==> src/core/lmfc_align_pkg.sv <==
// Constants and types for the frame-clock alignment block
package lmfc_align_pkg;

  // ==========================================================================
  // Register map (byte offsets on the serial-port register space)
  localparam logic [7:0] OFS_ERR_WINDOW  = 8'h34;
  localparam logic [7:0] OFS_LAST_ERR_L  = 8'h38;
  localparam logic [7:0] OFS_LAST_ERR_H  = 8'h39;
  localparam logic [7:0] OFS_SYNC_CTRL   = 8'h3A;
  localparam logic [7:0] OFS_SYNC_STATUS = 8'h3B;
  localparam logic [7:0] OFS_CUR_ERR_L   = 8'h3C;
  localparam logic [7:0] OFS_CUR_ERR_H   = 8'h3D;
  localparam logic [7:0] OFS_CFG_CHECKS  = 8'h30;

  // ==========================================================================
  // Field positions
  localparam int CTL_ENABLE_BIT   = 7;
  localparam int CTL_ARM_BIT      = 6;
  localparam int CTL_CLR_STKY_BIT = 5;
  localparam int CTL_CLR_LAST_BIT = 4;
  localparam int LAST_UNDER_BIT   = 7;
  localparam int LAST_OVER_BIT    = 6;
  localparam int CHK_SUBCLASS_BIT = 1;
  localparam int CHK_INTERP_BIT   = 0;
  localparam int STS_BUSY_BIT     = 7;
  localparam int STS_LOCK_BIT     = 3;
  localparam int STS_ROTATE_BIT   = 2;
  localparam int STS_WLIM_BIT     = 1;
  localparam int STS_TRIP_BIT     = 0;

  localparam logic [7:0] RESET_BYTE = 8'h00;
  localparam logic [3:0] ERR_ZERO   = 4'h0;

  // ==========================================================================
  // Modes, interpolation factors, subclasses
  typedef enum logic [3:0] {
    MODE_ONE_SHOT     = 4'h1,
    MODE_CONTINUOUS   = 4'h2,
    MODE_MONITOR      = 4'h8,
    MODE_ONE_SHOT_MON = 4'h9
  } align_mode_t;

  localparam logic [3:0] INTERP_X1 = 4'h1;
  localparam logic [3:0] INTERP_X2 = 4'h2;
  localparam logic [3:0] INTERP_X4 = 4'h4;
  localparam logic [3:0] INTERP_X8 = 4'h8;
  localparam logic [2:0] SUBCLASS_MAX = 3'h1;

  // ==========================================================================
  // Register-port bundles
  typedef struct packed {
    logic       wr_en;
    logic       rd_en;
    logic [7:0] addr;
    logic [7:0] wdata;
  } reg_req_t;

  typedef struct packed {
    logic       valid;
    logic [7:0] rdata;
  } reg_rsp_t;

endpackage : lmfc_align_pkg

==> src/core/lmfc_sysref_sync_control.sv <==
// Frame-clock alignment against the sampled SYSREF, with its registers
`timescale 1ns/100ps
module lmfc_sysref_sync_control
  import lmfc_align_pkg::*;
(
  input  wire logic                     ref_clk,
  input  wire logic                     srst,
  input  wire lmfc_align_pkg::reg_req_t reg_req,
  output      lmfc_align_pkg::reg_rsp_t reg_rsp,
  input  wire logic                     sysref_pin,
  input  wire logic [3:0]               lmfc_phase,
  input  wire logic [3:0]               align_mode_select,
  input  wire logic [2:0]               subclass_cfg,
  input  wire logic [3:0]               interp_cfg,
  output      logic                     lmfc_rotate,
  output      logic [3:0]               lmfc_rotate_err
);
  import lmfc_align_pkg::*;

  // ==========================================================================
  // Helpers
  function automatic logic interp_bad(input logic [3:0] f);
    interp_bad = !(f == INTERP_X1 || f == INTERP_X2 ||
                   f == INTERP_X4 || f == INTERP_X8);
  endfunction : interp_bad

  function automatic logic mode_adjusts(input logic [3:0] m);
    mode_adjusts = (m == MODE_ONE_SHOT) || (m == MODE_CONTINUOUS) ||
                   (m == MODE_ONE_SHOT_MON);
  endfunction : mode_adjusts

  // ==========================================================================
  // SYSREF synchroniser and edge detect
  logic sysref_meta_r, sysref_sync_r, sysref_prev_r;
  logic sysref_meta_nxt, sysref_sync_nxt, sysref_prev_nxt;
  logic sysref_edge;

  always_comb begin
    sysref_meta_nxt = sysref_pin;
    sysref_sync_nxt = sysref_meta_r;
    sysref_prev_nxt = sysref_sync_r;
  end

  always_ff @(posedge ref_clk) begin
    if (srst) begin
      sysref_meta_r <= 1'b0;
      sysref_sync_r <= 1'b0;
      sysref_prev_r <= 1'b0;
    end else begin
      sysref_meta_r <= sysref_meta_nxt;
      sysref_sync_r <= sysref_sync_nxt;
      sysref_prev_r <= sysref_prev_nxt;
    end
  end

  assign sysref_edge = sysref_sync_r && !sysref_prev_r;

  // ==========================================================================
  // Registers and alignment state
  logic [1:0] window_r,    window_nxt;
  logic [7:0] ctrl_r,      ctrl_nxt;
  logic [3:0] last_err_r,  last_err_nxt;
  logic       last_under_r, last_under_nxt;
  logic       last_over_r,  last_over_nxt;
  logic [3:0] cur_err_r,   cur_err_nxt;
  logic       cur_under_r, cur_under_nxt;
  logic       cur_over_r,  cur_over_nxt;
  logic       rotated_r,   rotated_nxt;
  logic       tripped_r,   tripped_nxt;
  logic       wlim_r,      wlim_nxt;
  logic       lock_r,      lock_nxt;
  logic       oneshot_done_r, oneshot_done_nxt;
  logic [1:0] checks_r,    checks_nxt;
  logic       rotate_r,    rotate_nxt;
  logic [3:0] rot_err_r,   rot_err_nxt;
  reg_rsp_t   rsp_r,       rsp_nxt;

  logic        wr_ctrl;
  logic [7:0]  ctrl_new;
  logic        clr_stky, clr_last;
  logic        armed_hit, do_adjust, outside;
  logic        below, above;
  logic signed [4:0] err_s, win_s;

  always_comb begin
    wr_ctrl  = reg_req.wr_en && (reg_req.addr == OFS_SYNC_CTRL);
    ctrl_new = wr_ctrl ? reg_req.wdata : ctrl_r;
    // Edges taken from the write itself so one write is enough
    clr_stky = ctrl_new[CTL_CLR_STKY_BIT] && !ctrl_r[CTL_CLR_STKY_BIT];
    clr_last = ctrl_new[CTL_CLR_LAST_BIT] && !ctrl_r[CTL_CLR_LAST_BIT];

    err_s   = {lmfc_phase[3], lmfc_phase};
    win_s   = {3'b000, window_r};
    below   = err_s < -win_s;
    above   = err_s > win_s;
    outside = below || above;
  end

  // ==========================================================================
  // One-shot arming and adjust decision
  always_comb begin
    armed_hit = ctrl_r[CTL_ENABLE_BIT] && ctrl_r[CTL_ARM_BIT] &&
                sysref_edge;
    do_adjust = 1'b0;
    oneshot_done_nxt = oneshot_done_r;
    if (ctrl_r[CTL_ENABLE_BIT] && sysref_edge && outside &&
        mode_adjusts(align_mode_select)) begin
      case (align_mode_select)
        MODE_CONTINUOUS: do_adjust = 1'b1;
        MODE_ONE_SHOT,
        MODE_ONE_SHOT_MON: do_adjust = armed_hit && !oneshot_done_r;
        default: do_adjust = 1'b0;
      endcase
    end
    if (armed_hit && align_mode_select != MODE_CONTINUOUS)
      oneshot_done_nxt = 1'b1;
    if (wr_ctrl && reg_req.wdata[CTL_ARM_BIT])
      oneshot_done_nxt = 1'b0;
    if (!ctrl_r[CTL_ENABLE_BIT])
      oneshot_done_nxt = 1'b0;
  end

  // ==========================================================================
  // Host-written registers
  always_comb begin
    window_nxt = window_r;
    if (reg_req.wr_en && reg_req.addr == OFS_ERR_WINDOW)
      window_nxt = reg_req.wdata[1:0];
    ctrl_nxt = ctrl_new;
  end

  // ==========================================================================
  // Current error and lock status
  always_comb begin
    // Current error tracks every SYSREF while enabled, zeroed on adjustment
    cur_err_nxt   = cur_err_r;
    cur_under_nxt = cur_under_r;
    cur_over_nxt  = cur_over_r;
    wlim_nxt      = wlim_r;
    lock_nxt      = lock_r;
    if (ctrl_r[CTL_ENABLE_BIT] && sysref_edge) begin
      cur_err_nxt   = do_adjust ? ERR_ZERO : lmfc_phase;
      cur_under_nxt = do_adjust ? 1'b0 : below;
      cur_over_nxt  = do_adjust ? 1'b0 : above;
      wlim_nxt      = outside;
      lock_nxt      = !outside || do_adjust;
    end
  end

  // ==========================================================================
  // Last recorded error
  always_comb begin
    // Hardware set beats software clear
    last_err_nxt   = clr_last ? ERR_ZERO : last_err_r;
    last_under_nxt = clr_last ? 1'b0 : last_under_r;
    last_over_nxt  = clr_last ? 1'b0 : last_over_r;
    if (do_adjust) begin
      last_err_nxt   = lmfc_phase;
      last_under_nxt = below;
      last_over_nxt  = above;
    end
  end

  // ==========================================================================
  // Sticky status
  always_comb begin
    rotated_nxt = (rotated_r && !clr_stky) || do_adjust;
    tripped_nxt = (tripped_r && !clr_stky) || armed_hit;
  end

  // ==========================================================================
  // Configuration checks
  always_comb begin
    checks_nxt[CHK_SUBCLASS_BIT] = subclass_cfg > SUBCLASS_MAX;
    checks_nxt[CHK_INTERP_BIT]   = interp_bad(interp_cfg);
  end

  // ==========================================================================
  // Frame-clock adjust outputs
  always_comb begin
    rotate_nxt  = do_adjust;
    rot_err_nxt = do_adjust ? lmfc_phase : rot_err_r;
  end

  // ==========================================================================
  // Register read answer
  always_comb begin
    rsp_nxt.valid = reg_req.rd_en;
    rsp_nxt.rdata = RESET_BYTE;
    if (reg_req.rd_en) begin
      case (reg_req.addr)
        OFS_ERR_WINDOW: rsp_nxt.rdata = {6'h00, window_r};
        OFS_LAST_ERR_L: rsp_nxt.rdata = {4'h0, last_err_r};
        OFS_LAST_ERR_H: rsp_nxt.rdata = {last_under_r, last_over_r, 6'h00};
        OFS_SYNC_CTRL:  rsp_nxt.rdata = ctrl_r;
        OFS_SYNC_STATUS:
          rsp_nxt.rdata = {!lock_r && ctrl_r[CTL_ENABLE_BIT], 3'h0,
                           lock_r, rotated_r, wlim_r, tripped_r};
        OFS_CUR_ERR_L:  rsp_nxt.rdata = {4'h0, cur_err_r};
        OFS_CUR_ERR_H:  rsp_nxt.rdata = {cur_under_r, cur_over_r, 6'h00};
        OFS_CFG_CHECKS: rsp_nxt.rdata = {6'h00, checks_r};
        default:        rsp_nxt.rdata = RESET_BYTE;
      endcase
    end
  end

  // ==========================================================================
  // State registers, one block per group
  always_ff @(posedge ref_clk) begin
    if (srst) begin
      window_r <= 2'b00;
      ctrl_r   <= RESET_BYTE;
    end else begin
      window_r <= window_nxt;
      ctrl_r   <= ctrl_nxt;
    end
  end

  always_ff @(posedge ref_clk) begin
    if (srst) begin
      oneshot_done_r <= 1'b0;
    end else begin
      oneshot_done_r <= oneshot_done_nxt;
    end
  end

  always_ff @(posedge ref_clk) begin
    if (srst) begin
      cur_err_r   <= ERR_ZERO;
      cur_under_r <= 1'b0;
      cur_over_r  <= 1'b0;
      wlim_r      <= 1'b0;
      lock_r      <= 1'b0;
    end else begin
      cur_err_r   <= cur_err_nxt;
      cur_under_r <= cur_under_nxt;
      cur_over_r  <= cur_over_nxt;
      wlim_r      <= wlim_nxt;
      lock_r      <= lock_nxt;
    end
  end

  always_ff @(posedge ref_clk) begin
    if (srst) begin
      last_err_r   <= ERR_ZERO;
      last_under_r <= 1'b0;
      last_over_r  <= 1'b0;
    end else begin
      last_err_r   <= last_err_nxt;
      last_under_r <= last_under_nxt;
      last_over_r  <= last_over_nxt;
    end
  end

  always_ff @(posedge ref_clk) begin
    if (srst) begin
      rotated_r <= 1'b0;
      tripped_r <= 1'b0;
    end else begin
      rotated_r <= rotated_nxt;
      tripped_r <= tripped_nxt;
    end
  end

  always_ff @(posedge ref_clk) begin
    if (srst) begin
      checks_r <= 2'b00;
    end else begin
      checks_r <= checks_nxt;
    end
  end

  always_ff @(posedge ref_clk) begin
    if (srst) begin
      rotate_r  <= 1'b0;
      rot_err_r <= ERR_ZERO;
    end else begin
      rotate_r  <= rotate_nxt;
      rot_err_r <= rot_err_nxt;
    end
  end

  always_ff @(posedge ref_clk) begin
    if (srst) begin
      rsp_r <= '0;
    end else begin
      rsp_r <= rsp_nxt;
    end
  end

  assign reg_rsp         = rsp_r;
  assign lmfc_rotate     = rotate_r;
  assign lmfc_rotate_err = rot_err_r;

endmodule : lmfc_sysref_sync_control

==> config.mk <==
export PLATFORM = sky130hd
export DESIGN_NAME = lmfc_sysref_sync_control
export DESIGN_NICKNAME = d
export VERILOG_FILES = /design/src/core/lmfc_align_pkg.sv /design/src/core/lmfc_sysref_sync_control.sv
export SDC_FILE = /design/constraint.sdc
export NUM_CORES = 1
export LEC_CHECK = 0
export BUFFER_PORTS_ARGS = -buffer_cell sky130_fd_sc_hd__buf_2
export CORE_MARGIN = 2
export CORE_UTILIZATION = 40
export DETAILED_ROUTE_END_ITERATION = 7
export PLACE_DENSITY = 0.63
export SETUP_SLACK_MARGIN = 0.5
export SYNTH_ARGS = -nofsm -noshare
export SYNTH_HDL_FRONTEND = slang
export SYNTH_SLANG_ARGS = --single-unit
==> constraint.sdc <==
create_clock -name ref_clk -period 2.2 [get_ports ref_clk]
set_input_delay 0.44 -clock ref_clk [delete_from_list [all_inputs] [get_ports ref_clk]]
set_output_delay 0.44 -clock ref_clk [all_outputs]
set_load 0.01 [all_outputs]
# Word-level counts from Yosys, hierarchy flattened
# Cells that the tools add are included.
# word_totals
reg_bits	46
in_bits	36
output_inout_bits	14
# classes
add_sub_neg	1
n_lt_le_gt_ge	3
n_eq_ne	16
n_mux	12
bitwise	2
n_reduce_logical	37
# op_table
cell	count
equality test 8 x 6 -> 1 bit, second input constant	8
case mux 8 bit (8 select lines)	1
logical AND 1 bit	16
two-way mux 4 bit	3
logical OR 1 bit	9
equality test 4 x 1 -> 1 bit, second input constant	2
equality test 4 x 2 -> 1 bit, second input constant	2
equality test 4 bit, second input constant	2
logical NOT 1 bit	8
two-way mux 1 bit	6
two-way mux 6 bit	1
less-than comparator 4 x 5 -> 1 bit	1
negation 2 -> 5 bit	1
equality test 4 x 3 -> 1 bit, second input constant	1
greater-than comparator 4 x 3 -> 1 bit	1
!= test 4 x 2 -> 1 bit, second input constant	1
OR reduction 2 bit	2
greater-than comparator 3 x 1 -> 1 bit, second input constant	1
OR reduction 3 bit	1
NOT 1 bit	2
case mux 1 bit (2 select lines)	1
nonzero test 2 bit	1

# Logic depth before layout (Yosys ltp)
# logic_depth
word_depth	7
depth_mapped	10
depth_no_buf	9

# Least setup slack after synthesis
# Ideal clock, no wire load.
# synth_path
path_type	register to register
from	reg window_r[0]
to	reg last_err_r[2]
setup_time_ns	0.128
t_arrival_ns	1.798
path_slack_ns	0.273
path_stages_with_launch	11
period_less_slack_ns	1.927
cell_sequence	dfxtp_1 -> inv_1 -> ha_1 -> inv_1 -> ha_1 -> nor2b_1 -> o221ai_1 -> and4_1 -> buf_2 -> o21ai_1 -> o21ai_0
# synth_via
elab_chain_len	7
elab_cells_between_ends	9
classes_between	1 x add/sub; 2 x order compare; 2 x mux; 4 x reduce/logical
# synth_lines
element	line_no	source
start, declared	lmfc_sysref_sync_control.sv:60	logic [1:0] window_r, window_nxt;
start signal, assigned	lmfc_sysref_sync_control.sv:214	window_r <= window_nxt;
negation 2 -> 5 bit	lmfc_sysref_sync_control.sv:94	below = err_s < -win_s;
less-than comparator 4 x 5 -> 1 bit	lmfc_sysref_sync_control.sv:94	
logical OR 1 bit *	lmfc_sysref_sync_control.sv:96	outside = below || above;
logical AND 1 bit * (2 in a row)	lmfc_sysref_sync_control.sv:106	if (ctrl_r[CTL_ENABLE_BIT] && sysref_edge && outside &&
two-way mux 1 bit *	lmfc_sysref_sync_control.sv:106	
two-way mux 4 bit or nonzero test 2 bit (tied branches)	--	
end signal, assigned	lmfc_sysref_sync_control.sv:249	last_err_r <= last_err_nxt;
end, declared	lmfc_sysref_sync_control.sv:62	logic [3:0] last_err_r, last_err_nxt;
# Every way passes the cells marked *; elsewhere a longest branch is shown, timed or not.
# A chain may end at the register's enable or synchronous reset.

# Worst setup path in the final report
# layout_path
from	reg window_r[0]
to	reg last_err_r[1]
# Same word-level chain as after synthesis.

==> impl_metrics.py <==
metrics = {
    "pwr": {
        "comb_power_share_pct": 6.9,
        "seq_power_share_pct": 48.4,
        "power.total_mw": 1.734,
        "swShare_pct": 20.77,
        "vdd_drop_max_mv": 0.3276,
        "p_int_mw": 1.374,
        "leakage_nw": 1.156,
        "clockPowerShare_pct": 44.7,
        "switching_power_uw": 360.1,
        "power_density_nw_per_um2": 610.4,
    },
    "placement": {
        "io_buffers": 48,
        "dpl_cell_area_um2": 2512,
        "hpwlAfterDp_mm": 3.743,
        "place_ws_ns": 0.1321,
        "dp_cells": 362,
        "place_congestion": 0.8038,
    },
    "critical_path": {
        "critPathMaxFanout": 4,
        "cp-start-kind": "flip-flop",
        "crit_arrival_ns": 2.08,
        "critical_path_required_ns": 2.39,
        "worstSetupPathType": "reg -> reg",
        "end_kind": "flip-flop",
    },
    "routing": {
        "avgRoutedWirePerCell_um": 14.06,
        "final_antenna_net_count": 0,
        "viasPerCell": 5.208,
        "wirelength_mm": 5.273,
        "drc": 0,
        "first_pass_iters": 4,
        "drt_iter0_drc": 123,
        "vias": 1953,
    },
    "cts": {
        "numCtsBuffers": 5,
        "path_clk_slew_ns": 0.08,
        "root_buffer": "clkbuf_8",
        "cts_tree": "built",
        "cts_buffer_depth": 2,
        "insertion_delay_ns": 0.30,
        "clock-sinks": 46,
        "cts_htree_levels": 2,
        "hold_buffers": 0,
    },
    "layout": {
        "diodes": 0,
        "final_area_um2": 2840,
        "drive_gt1_share_pct": 36.07,
        "area_growth_pct": 32.83,
        "fin_util_pct": 55.26,
        "instances_no_fill": 375,
        "layout.nets": 345,
    },
    "synth": {
        "synth_common_cells": "dfxtp_1, nand2_1, a21oi_1",
        "synth-adder-area-share_pct": 2.926,
        "yosysWarnings": 0,
        "synth_edf_count": 0,
        "synth-xor-area-share_pct": 0.8192,
        "synth_top_cell_by_area": "dfxtp_1",
        "seq_area_frac_synth_pct": 43.07,
        "yosys.area_share.simple_pct": 27.21,
        "syn_nets": 285,
        "synth_top_family_by_area": "simple AND/OR/NAND/NOR gates",
        "async_flop_share_pct": 0,
        "ys_seq_elements": 46,
        "synth.avg_cell_area_um2": 8.764,
        "synth_compound_area_share_pct": 16.56,
        "syn_inst": 244,
        "synth_area_leaders": "dfxtp_1, a21oi_1, nand2_1",
        "synth_most_common_cell": "dfxtp_1",
        "netlist.area_leader.share_pct": 43.07,
        "synth_top_flop_cell": "dfxtp_1",
        "synth.cell_area_um2": 2138,
        "synthMuxAreaShare_pct": 5.383,
        "yosysUniqueCellTypes": 46,
    },
    "run": {
        "cap_violations": 0,
    },
    "floorplanning": {
        "fp.coreArea_um2": 5140,
        "start_util_pct": 41.60,
        "fp.dieW_um": 77.12,
        "dieHeight_um": 77.12,
        "die_area_um2": 5947,
        "ios": 50,
        "rows": 26,
    },
    "sta": {
        "period_needed_ns": 1.891,
        "final.setup.tns_ns": 0,
        "holdWs_ns": 0.3456,
        "layout_setup_ws_ns": 0.3086,
        "fmax_mhz": 528.7,
        "setup_violations": 0,
        "hold_viol_final": 0,
        "tightest_slew_ns": 0.4842,
        "relSlewSlack_pct": 67.72,
        "fin_skew_ns": 0.005897,
        "rsz0062_at_grt": "true",
        "drv_slew": 0,
        "period_share_pct": 85.97,
    },
    "global_routing": {
        "grt_pass1_vias": 1782,
        "grt_pass1_wl_mm": 8.562,
        "antenna_found_initial": 0,
        "grtUsageTotal_pct": 17.89,
        "grt_max_degree": 26,
        "grt_overflow": 0,
    },
    "worst_hold_path": {
        "hp-class": "in -> reg",
    },
    "status": {
        "run_status": "finished clean",
    },
}
## area by class of cell
cell class	instances	area (µm²)
Sequential cell	46	925.9
Fill cell	489	2300
Tap cell	70	87.58
Clock inverter	2	60.06
Multi-Input combinational cell	178	1274
Timing Repair Buffer	64	371.6
Inverter	9	38.79
Clock buffer	6	82.58
## logic make-up (layout without fill, tap and decap cells)
logic type,Yosys count,in the layout
buf+inv,20,81
compound gates,53,53
mux,11,11
simple gates,107,107
xor+xnor,2,2
fa+ha+maj,5,5
flops,46,46
## cells in the final DEF (no fill, tap or decap), drive strengths merged, types with 4 or more instances in the layout
cell | netlist | layout
nor2 | 17 | 17
mux2i | 7 | 7
a21oi | 25 | 25
nand2 | 32 | 32
inv | 9 | 9
dfxtp | 46 | 46
a22oi | 5 | 5
nand3 | 13 | 13
nor3 | 8 | 8
nor2b | 9 | 9
clkbuf | 6 | 6
mux2 | 4 | 4
o21ai | 9 | 9
ha | 5 | 5
nand4 | 5 | 5
nand2b | 5 | 5
buf | 5 | 64
## path summary, 6_finish.rpt
kind / startpoint / endpoint / slack (ns) / cells after the start
worst max-delay path: window_r[0] / last_err_r[1] / 0.31 / 10
worst max register to register: window_r[0] / last_err_r[1] / 0.31 / 10
worst min-delay path: subclass_cfg[2] / checks_r[1] / 0.35 / 3
worst min register to register: sysref_meta_r / sysref_prev_nxt / 0.44 / 1
## routing by layer
layer | vias up | track usage [%] | part of all wire [%]
li1 | 992 | - | -
met1 | 893 | 24.14 | 47
met2 | 59 | 27.72 | 45
met3 | 9 | 4.353 | 5.9
met4 | 0 | 6.607 | 1.7
met5 | - | 0 | 0
## flip-flops by register name (all words and copies together), names as in the netlist
name and count:
cur_under_r 1, oneshot_done_r 1, last_err_r 4, ctrl_r 8, cur_err_r 4, lock_r 1, rotated_r 1, last_over_r 1
checks_r 2, reg_rsp 9, lmfc_rotate 1, wlim_r 1, cur_over_r 1, sysref_prev_nxt 1, lmfc_rotate_err 4, window_r 2
sysref_meta_r 1, last_under_r 1, tripped_r 1, sysref_prev_r 1
## critical path, stage by stage (launching register included)
cell and delay, ns:
dfxtp_4 0.39, inv_4 0.05, ha_4 0.26, inv_4 0.03, ha_4 0.25, nor2b_4 0.13, o221ai_2 0.11, and4_4 0.17
buf_6 0.13, o21ai_4 0.17, a21oi_2 0.07
## power groups by stage
| stage | Combinational, mW | Sequential [mW] | Clock, mW |
|---|---|---|---|
| 6_report | 0.120 | 0.839 | 0.775 |
| 5_1_grt | 0.133 | 0.839 | 0.822 |
| 4_1_cts | 0.116 | 0.839 | 0.792 |
| 3_5_place_dp | 0.110 | 0.859 | 0 |
| 3_3_place_gp | 0.109 | 0.859 | 0 |
| 2_1_floorplan | 0.0546 | 0.860 | 0 |
## what timing repair did
action,4_1_cts,5_1_grt
pin swaps,13,9
endpoints found under the hold margin,0,0
gates resized for setup,20,11
setup buffers,3,2
setup endpoints to repair,19,19
Power figures use the tool's default switching activity.
